`config.mk`:
```
export PLATFORM = sky130hd
export DESIGN_NAME = ahl_lookup
export DESIGN_NICKNAME = d
export VERILOG_FILES = /design/src/hw/ahl_lookup.v /design/src/hw/ahl_port_mem.v
export VERILOG_INCLUDE_DIRS = /design/src /design/src/hw
export SDC_FILE = /design/constraint.sdc
export NUM_CORES = 2
export LEC_CHECK = 0
export BUFFER_PORTS_ARGS = -buffer_cell sky130_fd_sc_hd__buf_4
export CELL_PAD_IN_SITES_DETAIL_PLACEMENT = 1
export CELL_PAD_IN_SITES_GLOBAL_PLACEMENT = 2
export CORE_AREA = 4 4 295 442
export CTS_BUF_LIST = sky130_fd_sc_hd__clkbuf_8
export CTS_CLUSTER_SIZE = 20
export DETAILED_ROUTE_END_ITERATION = 8
export DIE_AREA = 0 0 299 446
export PLACE_DENSITY = 0.89
export SLEW_MARGIN = 20
export SYNTH_ARGS = -nofsm -noshare
export SYNTH_HDL_FRONTEND = slang
export SYNTH_SLANG_ARGS = --single-unit
```
`constraint.sdc`:
```
create_clock -name clk -period 12.6 [get_ports clk]
set_input_delay 0.63 -clock clk [delete_from_list [all_inputs] [get_ports clk]]
set_output_delay 0.63 -clock clk [all_outputs]
set_load 0.01 [all_outputs]
```
`src/hw/ahl_regs.vh`:
```
`ifndef AHL_REGS_VH
`define AHL_REGS_VH

// register offsets (16-bit register port, byte addresses)
`define AHL_EXT_CFG_ADDR 16'h011E
`define AHL_EXT_CTL_ADDR 16'h0120
`define AHL_MIS_SEL_ADDR 16'h0142
`define AHL_MIS_CTL_ADDR 16'h0144
`define AHL_MIS_HI_ADDR 16'h0146
`define AHL_MIS_LO_ADDR 16'h0148
`define AHL_PCFG_FIRST 16'h0320
`define AHL_PCFG_LAST 16'h033E
`define AHL_PBASE_FIRST 16'h0380
`define AHL_PBASE_LAST 16'h03BE

// extended_lookup_config fields
`define AHL_CFG_EXT_BIT 0
`define AHL_CFG_MANY_BIT 1
`define AHL_CFG_PHY_BIT 2

// extended_lookup_control fields
`define AHL_CTL_CLP_BIT 0
`define AHL_CTL_PTI_LSB 1
`define AHL_CTL_IEN_MIS_BIT 4
`define AHL_CTL_IEN_VCI_BIT 5
`define AHL_CTL_IEN_VPI_BIT 6

// misroute_capture_control fields
`define AHL_MIS_CLR_BIT 15
`define AHL_MIS_LATCH_BIT 14

// port_lookup_config_status fields
`define AHL_PCFG_EN_BIT 0
`define AHL_PCFG_CHK_BIT 1
`define AHL_PCFG_MASK_LSB 2
`define AHL_PCFG_UNI_BIT 4

// reset values
`define AHL_RST16 16'h0000

// record word fields (word 0 of a record)
`define AHL_REC_A_BIT 31
`define AHL_REC_I_BIT 30
`define AHL_REC_E_BIT 29
`define AHL_REC_P_BIT 28
`define AHL_REC_C1_BIT 27
`define AHL_REC_C0_BIT 26

// translation memory layout
`define AHL_VCI_START 21'h10_0000
`define AHL_F4_SPECIAL_EXT 21'h00_0200
`define AHL_F4_SPECIAL_STD 21'h00_0100
`define AHL_F5_BASE_EXT 21'h00_0210
`define AHL_F5_BASE_STD 21'h00_0108
`define AHL_CNT0_OFS 21'h00_0008
`define AHL_CNT1_OFS 21'h00_000C
`define AHL_F4_VCI_LIMIT 16'h0020
`define AHL_F4_SPECIAL_VCI 16'h0006
`define AHL_F4_SPECIAL_PTI 3'h6

`endif

```
`src/hw/ahl_lookup.v`:
```
// Function
// - extended mode makes each translation record 16 bytes instead of 8
// - extended records hold two 32-bit counters after the first eight bytes
// - first counter counts every cell finally routed by the record
// - second counter counts routed cells whose PTI and CLP match control values
// - above 16 ports, even and odd port pairs share one table region
// - up to 16 ports, OAM base is port times 16 times 64
// - above 16 ports, OAM base is port/2 truncated times 16 times 64
// - F4 OAM record address is OAM base plus VCI times 16
// - VCI six with PTI 110 uses OAM base plus 200h instead
// - F5 records at OAM base plus 210h..240h for PTI 100..111
// - VPI record address is selected VPI bits times 16 plus stored base
// - VCI record address is VCI*16 plus VCI offset plus 100000h
// - misrouted when A,I are 00, VCI out of range, or unused VPI bits set
// - misrouted cells raise the matching enabled event
// - capture registers hold the first four header bytes, high and low
// - capture only from selected ports, first cell after capture-clear set
// - port indicator field records the captured cell's port
// - port with lookup disabled has its configuration bits ignored
// - PHY mode uses only port 0 table entries
// - 16 to 32 ports in extended mode give a 16 Kbyte OAM area
// - F4 OAM record read only when E set and VCI below 32
// - VPI out of range cell is discarded and not counted
`include "ahl_regs.vh"

module ahl_lookup (
    input wire clk,
    input wire sys_rst,
    input wire ce,
    input wire [15:0] reg_addr,
    input wire reg_wr,
    input wire reg_rd,
    input wire [15:0] reg_wdata,
    output reg [15:0] reg_rdata_ff,
    output reg reg_rvalid_ff,
    input wire cell_valid,
    input wire [4:0] cell_port,
    input wire [31:0] cell_hdr,
    output reg cell_ready_ff,
    output reg done_ff,
    output reg discard_ff,
    output reg misrouted_ff,
    output reg evt_mis_cell_ff,
    output reg evt_vci_or_ff,
    output reg evt_vpi_or_ff,
    output reg [20:0] sram_addr_ff,
    output reg sram_rd_ff,
    output reg sram_wr_ff,
    output reg [31:0] sram_wdata_ff,
    input wire [31:0] sram_rdata
);
    localparam [3:0] S_IDLE = 4'h0;
    localparam [3:0] S_BASE = 4'h1;
    localparam [3:0] S_VPI = 4'h2;
    localparam [3:0] S_VMAX = 4'h3;
    localparam [3:0] S_OAM = 4'h4;
    localparam [3:0] S_VCI = 4'h5;
    localparam [3:0] S_F5 = 4'h6;
    localparam [3:0] S_CNT = 4'h7;
    localparam [3:0] S_C0 = 4'h8;
    localparam [3:0] S_C1R = 4'h9;
    localparam [3:0] S_C1 = 4'hA;
    localparam [3:0] S_END = 4'hB;

    // misroute kinds
    localparam [1:0] M_NONE = 2'h0;
    localparam [1:0] M_CELL = 2'h1;
    localparam [1:0] M_VCI = 2'h2;
    localparam [1:0] M_VPI = 2'h3;

    reg [15:0] ext_cfg_ff;
    reg [15:0] ext_ctl_ff;
    reg [15:0] mis_sel_ff;
    reg mis_arm_ff;
    reg mis_latch_ff;
    reg [4:0] mis_port_ff;
    reg [15:0] mis_hi_ff;
    reg [15:0] mis_lo_ff;
    reg rd_pend_ff;
    reg [15:0] rd_addr_ff;

    reg [3:0] state_ff;
    reg [3:0] nxt_state;
    reg [31:0] hdr_ff;
    reg [4:0] port_ff;
    reg [15:0] pcfg_ff;
    reg [15:0] pbase_ff;
    reg [31:0] vpi_w0_ff;
    reg [20:0] rec_ff;
    reg [20:0] nxt_rec;
    reg [1:0] mis_ff;
    reg [1:0] nxt_mis;
    reg rd_dly_ff;
    reg [20:0] nxt_addr;
    reg nxt_rd;
    reg nxt_wr;
    reg [31:0] nxt_wdata;

    wire ext = ext_cfg_ff[`AHL_CFG_EXT_BIT];
    wire many = ext_cfg_ff[`AHL_CFG_MANY_BIT];
    wire phy = ext_cfg_ff[`AHL_CFG_PHY_BIT];

    function in_range;
        input [15:0] a;
        input [15:0] lo;
        input [15:0] hi;
        begin
            in_range = (a >= lo) && (a <= hi) && !a[0];
        end
    endfunction

    // record index to byte offset, 16 or 8 bytes per record
    function [20:0] rec_off;
        input [15:0] idx;
        input ext_mode;
        begin
            if (ext_mode)
                rec_off = {1'b0, idx, 4'h0};
            else
                rec_off = {2'b00, idx, 3'h0};
        end
    endfunction

    function rec_valid;
        input [31:0] w;
        begin
            rec_valid = w[`AHL_REC_A_BIT] && !w[`AHL_REC_I_BIT];
        end
    endfunction

    function rec_null;
        input [31:0] w;
        begin
            rec_null = !w[`AHL_REC_A_BIT] && !w[`AHL_REC_I_BIT];
        end
    endfunction

    function oam_routes;
        input [31:0] w;
        begin
            oam_routes = rec_valid(w) && !(!w[`AHL_REC_C1_BIT] && w[`AHL_REC_C0_BIT]);
        end
    endfunction

    // register port decode
    wire [15:0] pcfg_diff = reg_addr - `AHL_PCFG_FIRST;
    wire wr_pcfg = reg_wr && in_range(reg_addr, `AHL_PCFG_FIRST, `AHL_PCFG_LAST);
    wire wr_pbase = reg_wr && in_range(reg_addr, `AHL_PBASE_FIRST, `AHL_PBASE_LAST);
    wire [4:0] mem_waddr = wr_pcfg ? pcfg_diff[5:1] : reg_addr[5:1];
    wire [15:0] rd_diff = rd_addr_ff - `AHL_PCFG_FIRST;
    wire [4:0] cpu_raddr = reg_rd ? (in_range(reg_addr, `AHL_PCFG_FIRST, `AHL_PCFG_LAST) ?
                                     pcfg_diff[5:1] : reg_addr[5:1]) : rd_diff[5:1];

    // port seen by the table
    wire [4:0] eport = phy ? 5'h00 : cell_port;
    wire [4:0] tport = (many && ext) ? {1'b0, port_ff[4:1]} : port_ff;
    wire [4:0] lk_port = (many && ext) ? {1'b0, eport[4:1]} : eport;
    wire [31:0] lk_word;
    wire [31:0] cpu_word;

    ahl_port_mem u_mem (
        .clk(clk),
        .ce(ce),
        .we_lo(wr_pcfg),
        .we_hi(wr_pbase),
        .waddr(mem_waddr),
        .wdata(reg_wdata),
        .raddr_a(lk_port),
        .rdata_a_ff(lk_word),
        .raddr_b(cpu_raddr),
        .rdata_b_ff(cpu_word)
    );

    // header fields
    wire [11:0] vpi = hdr_ff[31:20];
    wire [15:0] vci = hdr_ff[19:4];
    wire [2:0] pti = hdr_ff[3:1];
    wire clp = hdr_ff[0];

    // disabled port: its config bits read as zero
    wire [15:0] cfg_eff = lk_word[`AHL_PCFG_EN_BIT] ? lk_word[15:0] : 16'h0000;
    wire [15:0] pcfg_now = (state_ff == S_BASE) ? cfg_eff : pcfg_ff;
    wire [15:0] pbase_now = (state_ff == S_BASE) ? lk_word[31:16] : pbase_ff;
    wire chk = pcfg_now[`AHL_PCFG_CHK_BIT];
    wire uni = pcfg_now[`AHL_PCFG_UNI_BIT];
    wire [1:0] vmask = pcfg_now[`AHL_PCFG_MASK_LSB+1:`AHL_PCFG_MASK_LSB];
    wire [11:0] ver_mask = uni ? 12'h0FF : 12'hFFF;

    reg [15:0] vpi_idx;
    reg [11:0] unused_bits;
    always @*
    begin
        case (vmask)
            2'b01:
            begin
                vpi_idx = {8'h00, vpi[7:0]};
                unused_bits = vpi & 12'hF00;
            end
            2'b10:
            begin
                vpi_idx = {12'h000, vpi[11:8]};
                unused_bits = vpi & 12'h0FF;
            end
            2'b11:
            begin
                vpi_idx = {4'h0, vpi};
                unused_bits = 12'h000;
            end
            default:
            begin
                vpi_idx = 16'h0000;
                unused_bits = vpi;
            end
        endcase
    end
    wire vpi_or = chk && ((unused_bits & ver_mask) != 12'h000);

    // addresses into the translation memory
    wire [20:0] oam_region_base = ext ? {6'h00, tport, 10'h000} : {7'h00, tport, 9'h000};
    wire [20:0] vpi_addr = {2'b00, pbase_now, 3'h0} + rec_off(vpi_idx, ext);
    wire f4_special = (vci == `AHL_F4_SPECIAL_VCI) && (pti == `AHL_F4_SPECIAL_PTI);
    wire [20:0] f4_addr = oam_region_base + (f4_special ? (ext ? `AHL_F4_SPECIAL_EXT : `AHL_F4_SPECIAL_STD)
                                            : rec_off(vci, ext));
    wire [20:0] f5_addr = oam_region_base + (ext ? (`AHL_F5_BASE_EXT + {15'h0000, pti[1:0], 4'h0})
                                     : (`AHL_F5_BASE_STD + {16'h0000, pti[1:0], 3'h0}));
    wire [20:0] vci_addr = `AHL_VCI_START + rec_off(vci, ext)
                           + {2'b00, vpi_w0_ff[25:10], 3'h0};
    wire special = (pti == ext_ctl_ff[`AHL_CTL_PTI_LSB+2:`AHL_CTL_PTI_LSB])
                   && (clp == ext_ctl_ff[`AHL_CTL_CLP_BIT]);

    // lookup sequencer
    always @*
    begin
        nxt_state = state_ff;
        nxt_rec = rec_ff;
        nxt_mis = mis_ff;
        nxt_addr = sram_addr_ff;
        nxt_rd = 1'b0;
        nxt_wr = 1'b0;
        nxt_wdata = sram_wdata_ff;
        case (state_ff)
            S_IDLE:
            begin
                if (cell_valid && cell_ready_ff)
                begin
                    nxt_mis = M_NONE;
                    nxt_state = S_BASE;
                end
            end
            S_BASE:
            begin
                if (vpi_or)
                begin
                    nxt_mis = M_VPI;
                    nxt_state = S_END;
                end
                else
                begin
                    nxt_rd = 1'b1;
                    nxt_addr = vpi_addr;
                    nxt_state = S_VPI;
                end
            end
            S_VPI:
            begin
                if (rd_dly_ff)
                begin
                    if (rec_null(sram_rdata))
                    begin
                        nxt_mis = M_CELL;
                        nxt_state = S_END;
                    end
                    else if (!rec_valid(sram_rdata))
                        nxt_state = S_END;
                    else if (sram_rdata[`AHL_REC_E_BIT] && (vci < `AHL_F4_VCI_LIMIT))
                    begin
                        nxt_rd = 1'b1;
                        nxt_addr = f4_addr;
                        nxt_state = S_OAM;
                    end
                    else if (sram_rdata[`AHL_REC_P_BIT])
                    begin
                        nxt_rec = sram_addr_ff;
                        nxt_state = S_CNT;
                    end
                    else
                    begin
                        nxt_rd = 1'b1;
                        nxt_addr = sram_addr_ff + 21'h00_0004;
                        nxt_state = S_VMAX;
                    end
                end
            end
            S_OAM:
            begin
                if (rd_dly_ff)
                begin
                    if (oam_routes(sram_rdata))
                    begin
                        nxt_rec = sram_addr_ff;
                        nxt_state = S_CNT;
                    end
                    else if (vpi_w0_ff[`AHL_REC_P_BIT])
                    begin
                        nxt_rec = vpi_addr;
                        nxt_state = S_CNT;
                    end
                    else
                    begin
                        nxt_rd = 1'b1;
                        nxt_addr = vpi_addr + 21'h00_0004;
                        nxt_state = S_VMAX;
                    end
                end
            end
            S_VMAX:
            begin
                if (rd_dly_ff)
                begin
                    if (vci > sram_rdata[15:0])
                    begin
                        nxt_mis = M_VCI;
                        nxt_state = S_END;
                    end
                    else
                    begin
                        nxt_rd = 1'b1;
                        nxt_addr = vci_addr;
                        nxt_state = S_VCI;
                    end
                end
            end
            S_VCI:
            begin
                if (rd_dly_ff)
                begin
                    if (rec_null(sram_rdata))
                    begin
                        nxt_mis = M_CELL;
                        nxt_state = S_END;
                    end
                    else if (!rec_valid(sram_rdata))
                        nxt_state = S_END;
                    else if (sram_rdata[`AHL_REC_E_BIT] && pti[2])
                    begin
                        nxt_rd = 1'b1;
                        nxt_addr = f5_addr;
                        nxt_rec = sram_addr_ff;
                        nxt_state = S_F5;
                    end
                    else
                    begin
                        nxt_rec = sram_addr_ff;
                        nxt_state = S_CNT;
                    end
                end
            end
            S_F5:
            begin
                if (rd_dly_ff)
                begin
                    if (oam_routes(sram_rdata))
                        nxt_rec = sram_addr_ff;
                    nxt_state = S_CNT;
                end
            end
            S_CNT:
            begin
                if (ext)
                begin
                    nxt_rd = 1'b1;
                    nxt_addr = rec_ff + `AHL_CNT0_OFS;
                    nxt_state = S_C0;
                end
                else
                    nxt_state = S_END;
            end
            S_C0:
            begin
                if (rd_dly_ff)
                begin
                    nxt_wr = 1'b1;
                    nxt_wdata = sram_rdata + 32'h0000_0001;
                    nxt_state = special ? S_C1R : S_END;
                end
            end
            S_C1R:
            begin
                nxt_rd = 1'b1;
                nxt_addr = rec_ff + `AHL_CNT1_OFS;
                nxt_state = S_C1;
            end
            S_C1:
            begin
                if (rd_dly_ff)
                begin
                    nxt_wr = 1'b1;
                    nxt_wdata = sram_rdata + 32'h0000_0001;
                    nxt_state = S_END;
                end
            end
            S_END:
                nxt_state = S_IDLE;
            default:
                nxt_state = S_IDLE;
        endcase
    end

    wire at_end = (state_ff == S_END);
    wire mis_now = at_end && (mis_ff != M_NONE);
    wire cap_now = mis_now && mis_arm_ff && mis_sel_ff[tport[3:0]];
    wire clr_wr = reg_wr && (reg_addr == `AHL_MIS_CTL_ADDR) && reg_wdata[`AHL_MIS_CLR_BIT];

    always @(posedge clk)
    begin
        if (sys_rst)
        begin
            state_ff <= S_IDLE;
            hdr_ff <= 32'h0000_0000;
            port_ff <= 5'h00;
            pcfg_ff <= `AHL_RST16;
            pbase_ff <= `AHL_RST16;
            vpi_w0_ff <= 32'h0000_0000;
            rec_ff <= 21'h00_0000;
            mis_ff <= M_NONE;
            rd_dly_ff <= 1'b0;
            sram_addr_ff <= 21'h00_0000;
            sram_rd_ff <= 1'b0;
            sram_wr_ff <= 1'b0;
            sram_wdata_ff <= 32'h0000_0000;
            cell_ready_ff <= 1'b0;
            done_ff <= 1'b0;
            discard_ff <= 1'b0;
            misrouted_ff <= 1'b0;
            evt_mis_cell_ff <= 1'b0;
            evt_vci_or_ff <= 1'b0;
            evt_vpi_or_ff <= 1'b0;
            ext_cfg_ff <= `AHL_RST16;
            ext_ctl_ff <= `AHL_RST16;
            mis_sel_ff <= `AHL_RST16;
            mis_arm_ff <= 1'b0;
            mis_latch_ff <= 1'b0;
            mis_port_ff <= 5'h00;
            mis_hi_ff <= `AHL_RST16;
            mis_lo_ff <= `AHL_RST16;
            rd_pend_ff <= 1'b0;
            rd_addr_ff <= 16'h0000;
            reg_rdata_ff <= 16'h0000;
            reg_rvalid_ff <= 1'b0;
        end
        else if (ce)
        begin
            state_ff <= nxt_state;
            rec_ff <= nxt_rec;
            mis_ff <= nxt_mis;
            sram_addr_ff <= nxt_addr;
            sram_rd_ff <= nxt_rd;
            sram_wr_ff <= nxt_wr;
            sram_wdata_ff <= nxt_wdata;
            rd_dly_ff <= sram_rd_ff;
            cell_ready_ff <= (nxt_state == S_IDLE);
            if (state_ff == S_IDLE && cell_valid && cell_ready_ff)
            begin
                hdr_ff <= cell_hdr;
                port_ff <= eport;
            end
            if (state_ff == S_BASE)
            begin
                pcfg_ff <= cfg_eff;
                pbase_ff <= lk_word[31:16];
            end
            if (state_ff == S_VPI && rd_dly_ff)
                vpi_w0_ff <= sram_rdata;
            // result and event pulses
            done_ff <= at_end;
            discard_ff <= at_end && (mis_ff != M_NONE);
            misrouted_ff <= mis_now;
            evt_mis_cell_ff <= mis_now && ext_ctl_ff[`AHL_CTL_IEN_MIS_BIT];
            evt_vci_or_ff <= mis_now && (mis_ff == M_VCI) && ext_ctl_ff[`AHL_CTL_IEN_VCI_BIT];
            evt_vpi_or_ff <= mis_now && (mis_ff == M_VPI) && ext_ctl_ff[`AHL_CTL_IEN_VPI_BIT];
            // capture of a misrouted header; capture beats a same-cycle re-arm
            if (cap_now)
            begin
                mis_hi_ff <= hdr_ff[31:16];
                mis_lo_ff <= hdr_ff[15:0];
                mis_port_ff <= port_ff;
                mis_arm_ff <= 1'b0;
                mis_latch_ff <= 1'b1;
            end
            else if (clr_wr)
            begin
                mis_arm_ff <= 1'b1;
                mis_latch_ff <= 1'b0;
            end
            if (reg_wr)
            begin
                case (reg_addr)
                    `AHL_EXT_CFG_ADDR: ext_cfg_ff <= reg_wdata;
                    `AHL_EXT_CTL_ADDR: ext_ctl_ff <= reg_wdata;
                    `AHL_MIS_SEL_ADDR: mis_sel_ff <= reg_wdata;
                    default: ;
                endcase
            end
            // reads answer two edges after the request
            rd_pend_ff <= reg_rd;
            if (reg_rd)
                rd_addr_ff <= reg_addr;
            reg_rvalid_ff <= rd_pend_ff;
            if (rd_pend_ff)
            begin
                if (in_range(rd_addr_ff, `AHL_PCFG_FIRST, `AHL_PCFG_LAST))
                    reg_rdata_ff <= cpu_word[15:0];
                else if (in_range(rd_addr_ff, `AHL_PBASE_FIRST, `AHL_PBASE_LAST))
                    reg_rdata_ff <= cpu_word[31:16];
                else
                begin
                    case (rd_addr_ff)
                        `AHL_EXT_CFG_ADDR: reg_rdata_ff <= ext_cfg_ff;
                        `AHL_EXT_CTL_ADDR: reg_rdata_ff <= ext_ctl_ff;
                        `AHL_MIS_SEL_ADDR: reg_rdata_ff <= mis_sel_ff;
                        `AHL_MIS_CTL_ADDR: reg_rdata_ff <= {1'b0, mis_latch_ff, 9'h000, mis_port_ff};
                        `AHL_MIS_HI_ADDR: reg_rdata_ff <= mis_hi_ff;
                        `AHL_MIS_LO_ADDR: reg_rdata_ff <= mis_lo_ff;
                        default: reg_rdata_ff <= 16'h0000;
                    endcase
                end
            end
        end
    end
endmodule // ahl_lookup

```
`src/hw/ahl_port_mem.v`:
```
// per-port lookup config and base, two registered read ports
module ahl_port_mem (
    input wire clk,
    input wire ce,
    input wire we_lo,
    input wire we_hi,
    input wire [4:0] waddr,
    input wire [15:0] wdata,
    input wire [4:0] raddr_a,
    output reg [31:0] rdata_a_ff,
    input wire [4:0] raddr_b,
    output reg [31:0] rdata_b_ff
);
    reg [31:0] mem [0:31];

    always @(posedge clk)
    begin
        if (ce)
        begin
            if (we_lo)
                mem[waddr][15:0] <= wdata;
            if (we_hi)
                mem[waddr][31:16] <= wdata;
            rdata_a_ff <= mem[raddr_a];
            rdata_b_ff <= mem[raddr_b];
        end
    end
endmodule // ahl_port_mem

```
==> metrics <==
fill count roughly 13000; Worst-Skew Late Latency 0.94 ns; final hold vios 0; Resize count post-CTS 0; Syn Inst Count 4660; Port Buffers between 150 and 200; syn_area_per_cell 13.50 µm²; met3 Use GR under 10%; num ports 186; P&R area growth vs syn 14.37%; Routed Antenna Nets 0; min-delay src reg_addr[3]; largest net degree at the start of global routing roughly 150; GR Util met1 35.99%; Worst EP arrival 5.88 ns; drc violations 0; Net Sw Frac between 20% and 30%; die height 446 µm; Final Max Tran Viols 0; Congestion Overflow GR 0; routed wire length 215.0 mm; gr busiest metal met2; CP Capture Type register; synthesized flop and latch total 1359; Final setup viols 0; grt met2 use a little under three fifths; synth top area cells edfxtp_1, mux4_2, dfxtp_1; area of the die 0.1334 mm²; Hold Path End rd_addr_ff[3]; wire length of the first global-routing pass roughly 310 mm; register area share after synthesis about three fifths; initial antenna violation count 9; Least-Margin Pin Slew 1.185 ns; Peak supply drop 0.1265 mV; 1st-pass router iterations 6; clock network power share ~37%; Final min period 5.103 ns; die width roughly 300 µm; vias 44320; worst clock skew approximately 0.051 ns; Reg power frac 53.2%; DPL Wire Length ~140 mm; proportion of layout cells with a drive suffix above 1 roughly 20%; Layout Nets 5359; post-synth top area share 51.40%; CTS tree done; combinational group share of total power under 10%; Core Footprint 0.1265 mm²; Rows 160; Reg-to-Reg End sram_addr_ff[16]; leakage 0.02585 µW; prevailing post-synth register cell edfxtp_1; max_slew headroom 20.30%; number of max-cap violations 0; Critical Path RT 13.38 ns; vias in the first global route roughly 47000; Max clock buf depth 3; WL/cell 30.43 µm; Distinct cells, synth 77; setup total negative slack 0 ns; GRT Resource Usage Total 32.30%; Pwr Density 131.6 mW/mm²; # clock sinks 1359; routability congestion estimate 0.9858; Worst Hold Class in -> reg; Synth area leader edfxtp_1; Initial DRC Count about 4300; crit share post-route 40.50%; clk slew on worst S/H paths 0.07 ns; WS Path Type reg -> reg; Net Switching around 2400 µW; Initial Utilization 49.73%; reg2reg start state_ff[0]; Hold Crit Depth 3; worst reg2reg setup slack ~7.5 ns; crit path max fanout 23; root buffer cell clkbuf_8; worst hold slack 0.09856 ns; async set or reset register ratio after synthesis 0%; worst-case reg-to-reg path depth 16; f_max 0.1960 GHz; synth warn 0; number of flops mapped to enable cells by yosys 1077; nature of the critical path startpoint register; CTS HTree Levels 4; Post-Synthesis Cell Area 0.06293 mm²; TritonCTS buffer count between 200 and 250; RSZ-0062 raised after global routing false; Cell Int Power 7065 µW; via/cell ratio 6.271; status finished, final reports clean
worst max path at each step:
| stage | to | cells after the start | slack, ns | startpoint |
|---|---|---|---|---|
| after global placement | sram_addr_ff[18] | 16 | 7.58 | state_ff[0] |
| after CTS | sram_addr_ff[18] | 16 | 7.47 | state_ff[0] |
| after floorplan | sram_addr_ff[18] | 18 | 8.65 | state_ff[3] |
| final | sram_addr_ff[16] | 16 | 7.50 | state_ff[0] |
| after global routing | sram_addr_ff[16] | 18 | 7.08 | state_ff[0] |
| after detailed placement | sram_addr_ff[16] | 16 | 7.50 | state_ff[0] |
cells by family (layout without fill, tap and decap cells):
group / after synthesis / in the layout / synth area share (%)
AND/OR/NAND/NOR: 1636 / 1636 / 11.20
buffers and inverters: 342 / 787 / 2.241
flip-flops: 1359 / 1359 / 60.37
adder cells (fa/ha/maj): 62 / 62 / 1.269
AO/OA/AOI/OAI: 579 / 579 / 5.677
other: 1 / 262 / 0.005959
multiplexers: 595 / 595 / 18.04
XOR/XNOR: 86 / 86 / 1.197
flip-flops by register name (all words and copies together) (netlist names), 5 cells and up:
signal / flops
vpi_w0_ff: 17
rd_addr_ff: 16
pbase_ff: 16
mis_hi_ff: 16
sram_wdata_ff: 32
ext_cfg_ff: 16
reg_rdata_ff: 16
u_mem.rdata_a_ff: 21
mis_lo_ff: 16
u_mem.mem: 1024
port_ff: 5
ext_ctl_ff: 16
u_mem.rdata_b_ff: 32
mis_port_ff: 5
sram_addr_ff: 21
rec_ff: 21
mis_sel_ff: 16
hdr_ff: 32
power groups by stage:
| stage | Combinational (µW) | Sequential [µW] | Clock, µW |
|---|---|---|---|
| 3_5_place_dp | 862 | 5140 | 0 |
| 2_1_floorplan | 531 | 5080 | 0 |
| 6_report | 892 | 5040 | 3540 |
| 4_1_cts | 889 | 5040 | 3620 |
| 5_1_grt | 956 | 5050 | 3820 |
| 3_3_place_gp | 840 | 5130 | 0 |
synth_stat cells, types with 32 or more instances:
cell,instances
xor2_1,38
a211oi_1,43
mux2i_1,135
dfxtp_1,282
buf_2,68
o21ai_0,147
a21oi_1,200
nand2_1,820
ha_1,59
edfxtp_1,1077
mux2_2,32
clkbuf_1,202
inv_1,40
nand3_1,322
nor3_1,37
mux4_2,428
xnor2_1,48
nor2_1,305
layer usage:
metal	up-vias	share of wire [%]
li1	18690	-
met1	22750	34
met2	2233	51
met3	634	7.3
met4	8	7.1
met5	-	0.027
stage by stage:
stage	instance area, µm²	power, µW	util (%)	setup slack [ns]	instances
2_1_floorplan	63880	5613	-	8.653	4915
3_3_place_gp	67260	5965	53.16	7.583	6611
3_5_place_dp	67260	5998	53.16	7.495	6611
4_1_cts	71950	9545	56.87	7.472	7061
5_1_grt	71960	9825	56.88	7.084	7064
6_report	71970	9472	56.88	7.497	7067
cells in the final DEF (no fill, tap or decap), types with 34 or more instances in the layout:
cell	instances
edfxtp_1	1077
o21ai_0	146
mux2i_1	131
dfxtp_1	281
mux4_2	428
nand3_1	322
nor2_1	291
ha_1	59
a21oi_1	196
inv_1	109
nor3_1	34
conb_1	256
clkinv_1	36
dlygate4sd3_1	77
clkbuf_8	219
buf_4	289
nand2_1	820
xnor2_1	47
a211oi_1	43
xor2_1	38
what timing repair did:
action                                 in CTS  in global routing
endpoints found under the hold margin      89                  0
buffers inserted                            0                  0
hold buffers                               77                  0
critical path: stages (launching register included):
cell	delay, ns
dfxtp_1	0.89
nand2b_1	0.29
or3_1	0.39
buf_4	0.22
o21ai_1	0.41
nor2_1	0.11
a21oi_1	0.24
a21oi_1	0.11
ha_1	0.33
a211oi_1	0.34
o211ai_1	0.20
a221oi_1	0.42
o21bai_1	0.15
xor2_1	0.26
nor2_1	0.08
a2111oi_0	0.35
a311oi_1	0.14
area by class of cell:
| type | count | area (µm²) | share of cell area [%] |
|---|---|---|---|
| sequential | 1359 | 37990 | 52.78 |
| multi-input combinational | 3214 | 24710 | 34.33 |
| timing repair buffer | 372 | 3054 | 4.244 |
| clock buffer | 218 | 3000 | 4.169 |
| tap | 1701 | 2128 | 2.957 |
| clock inverter | 155 | 915.9 | 1.273 |
| inverter | 42 | 157.7 | 0.2191 |
| antenna | 6 | 15.01 | 0.02086 |
Note: power is estimated with default switching activity, not from simulation.
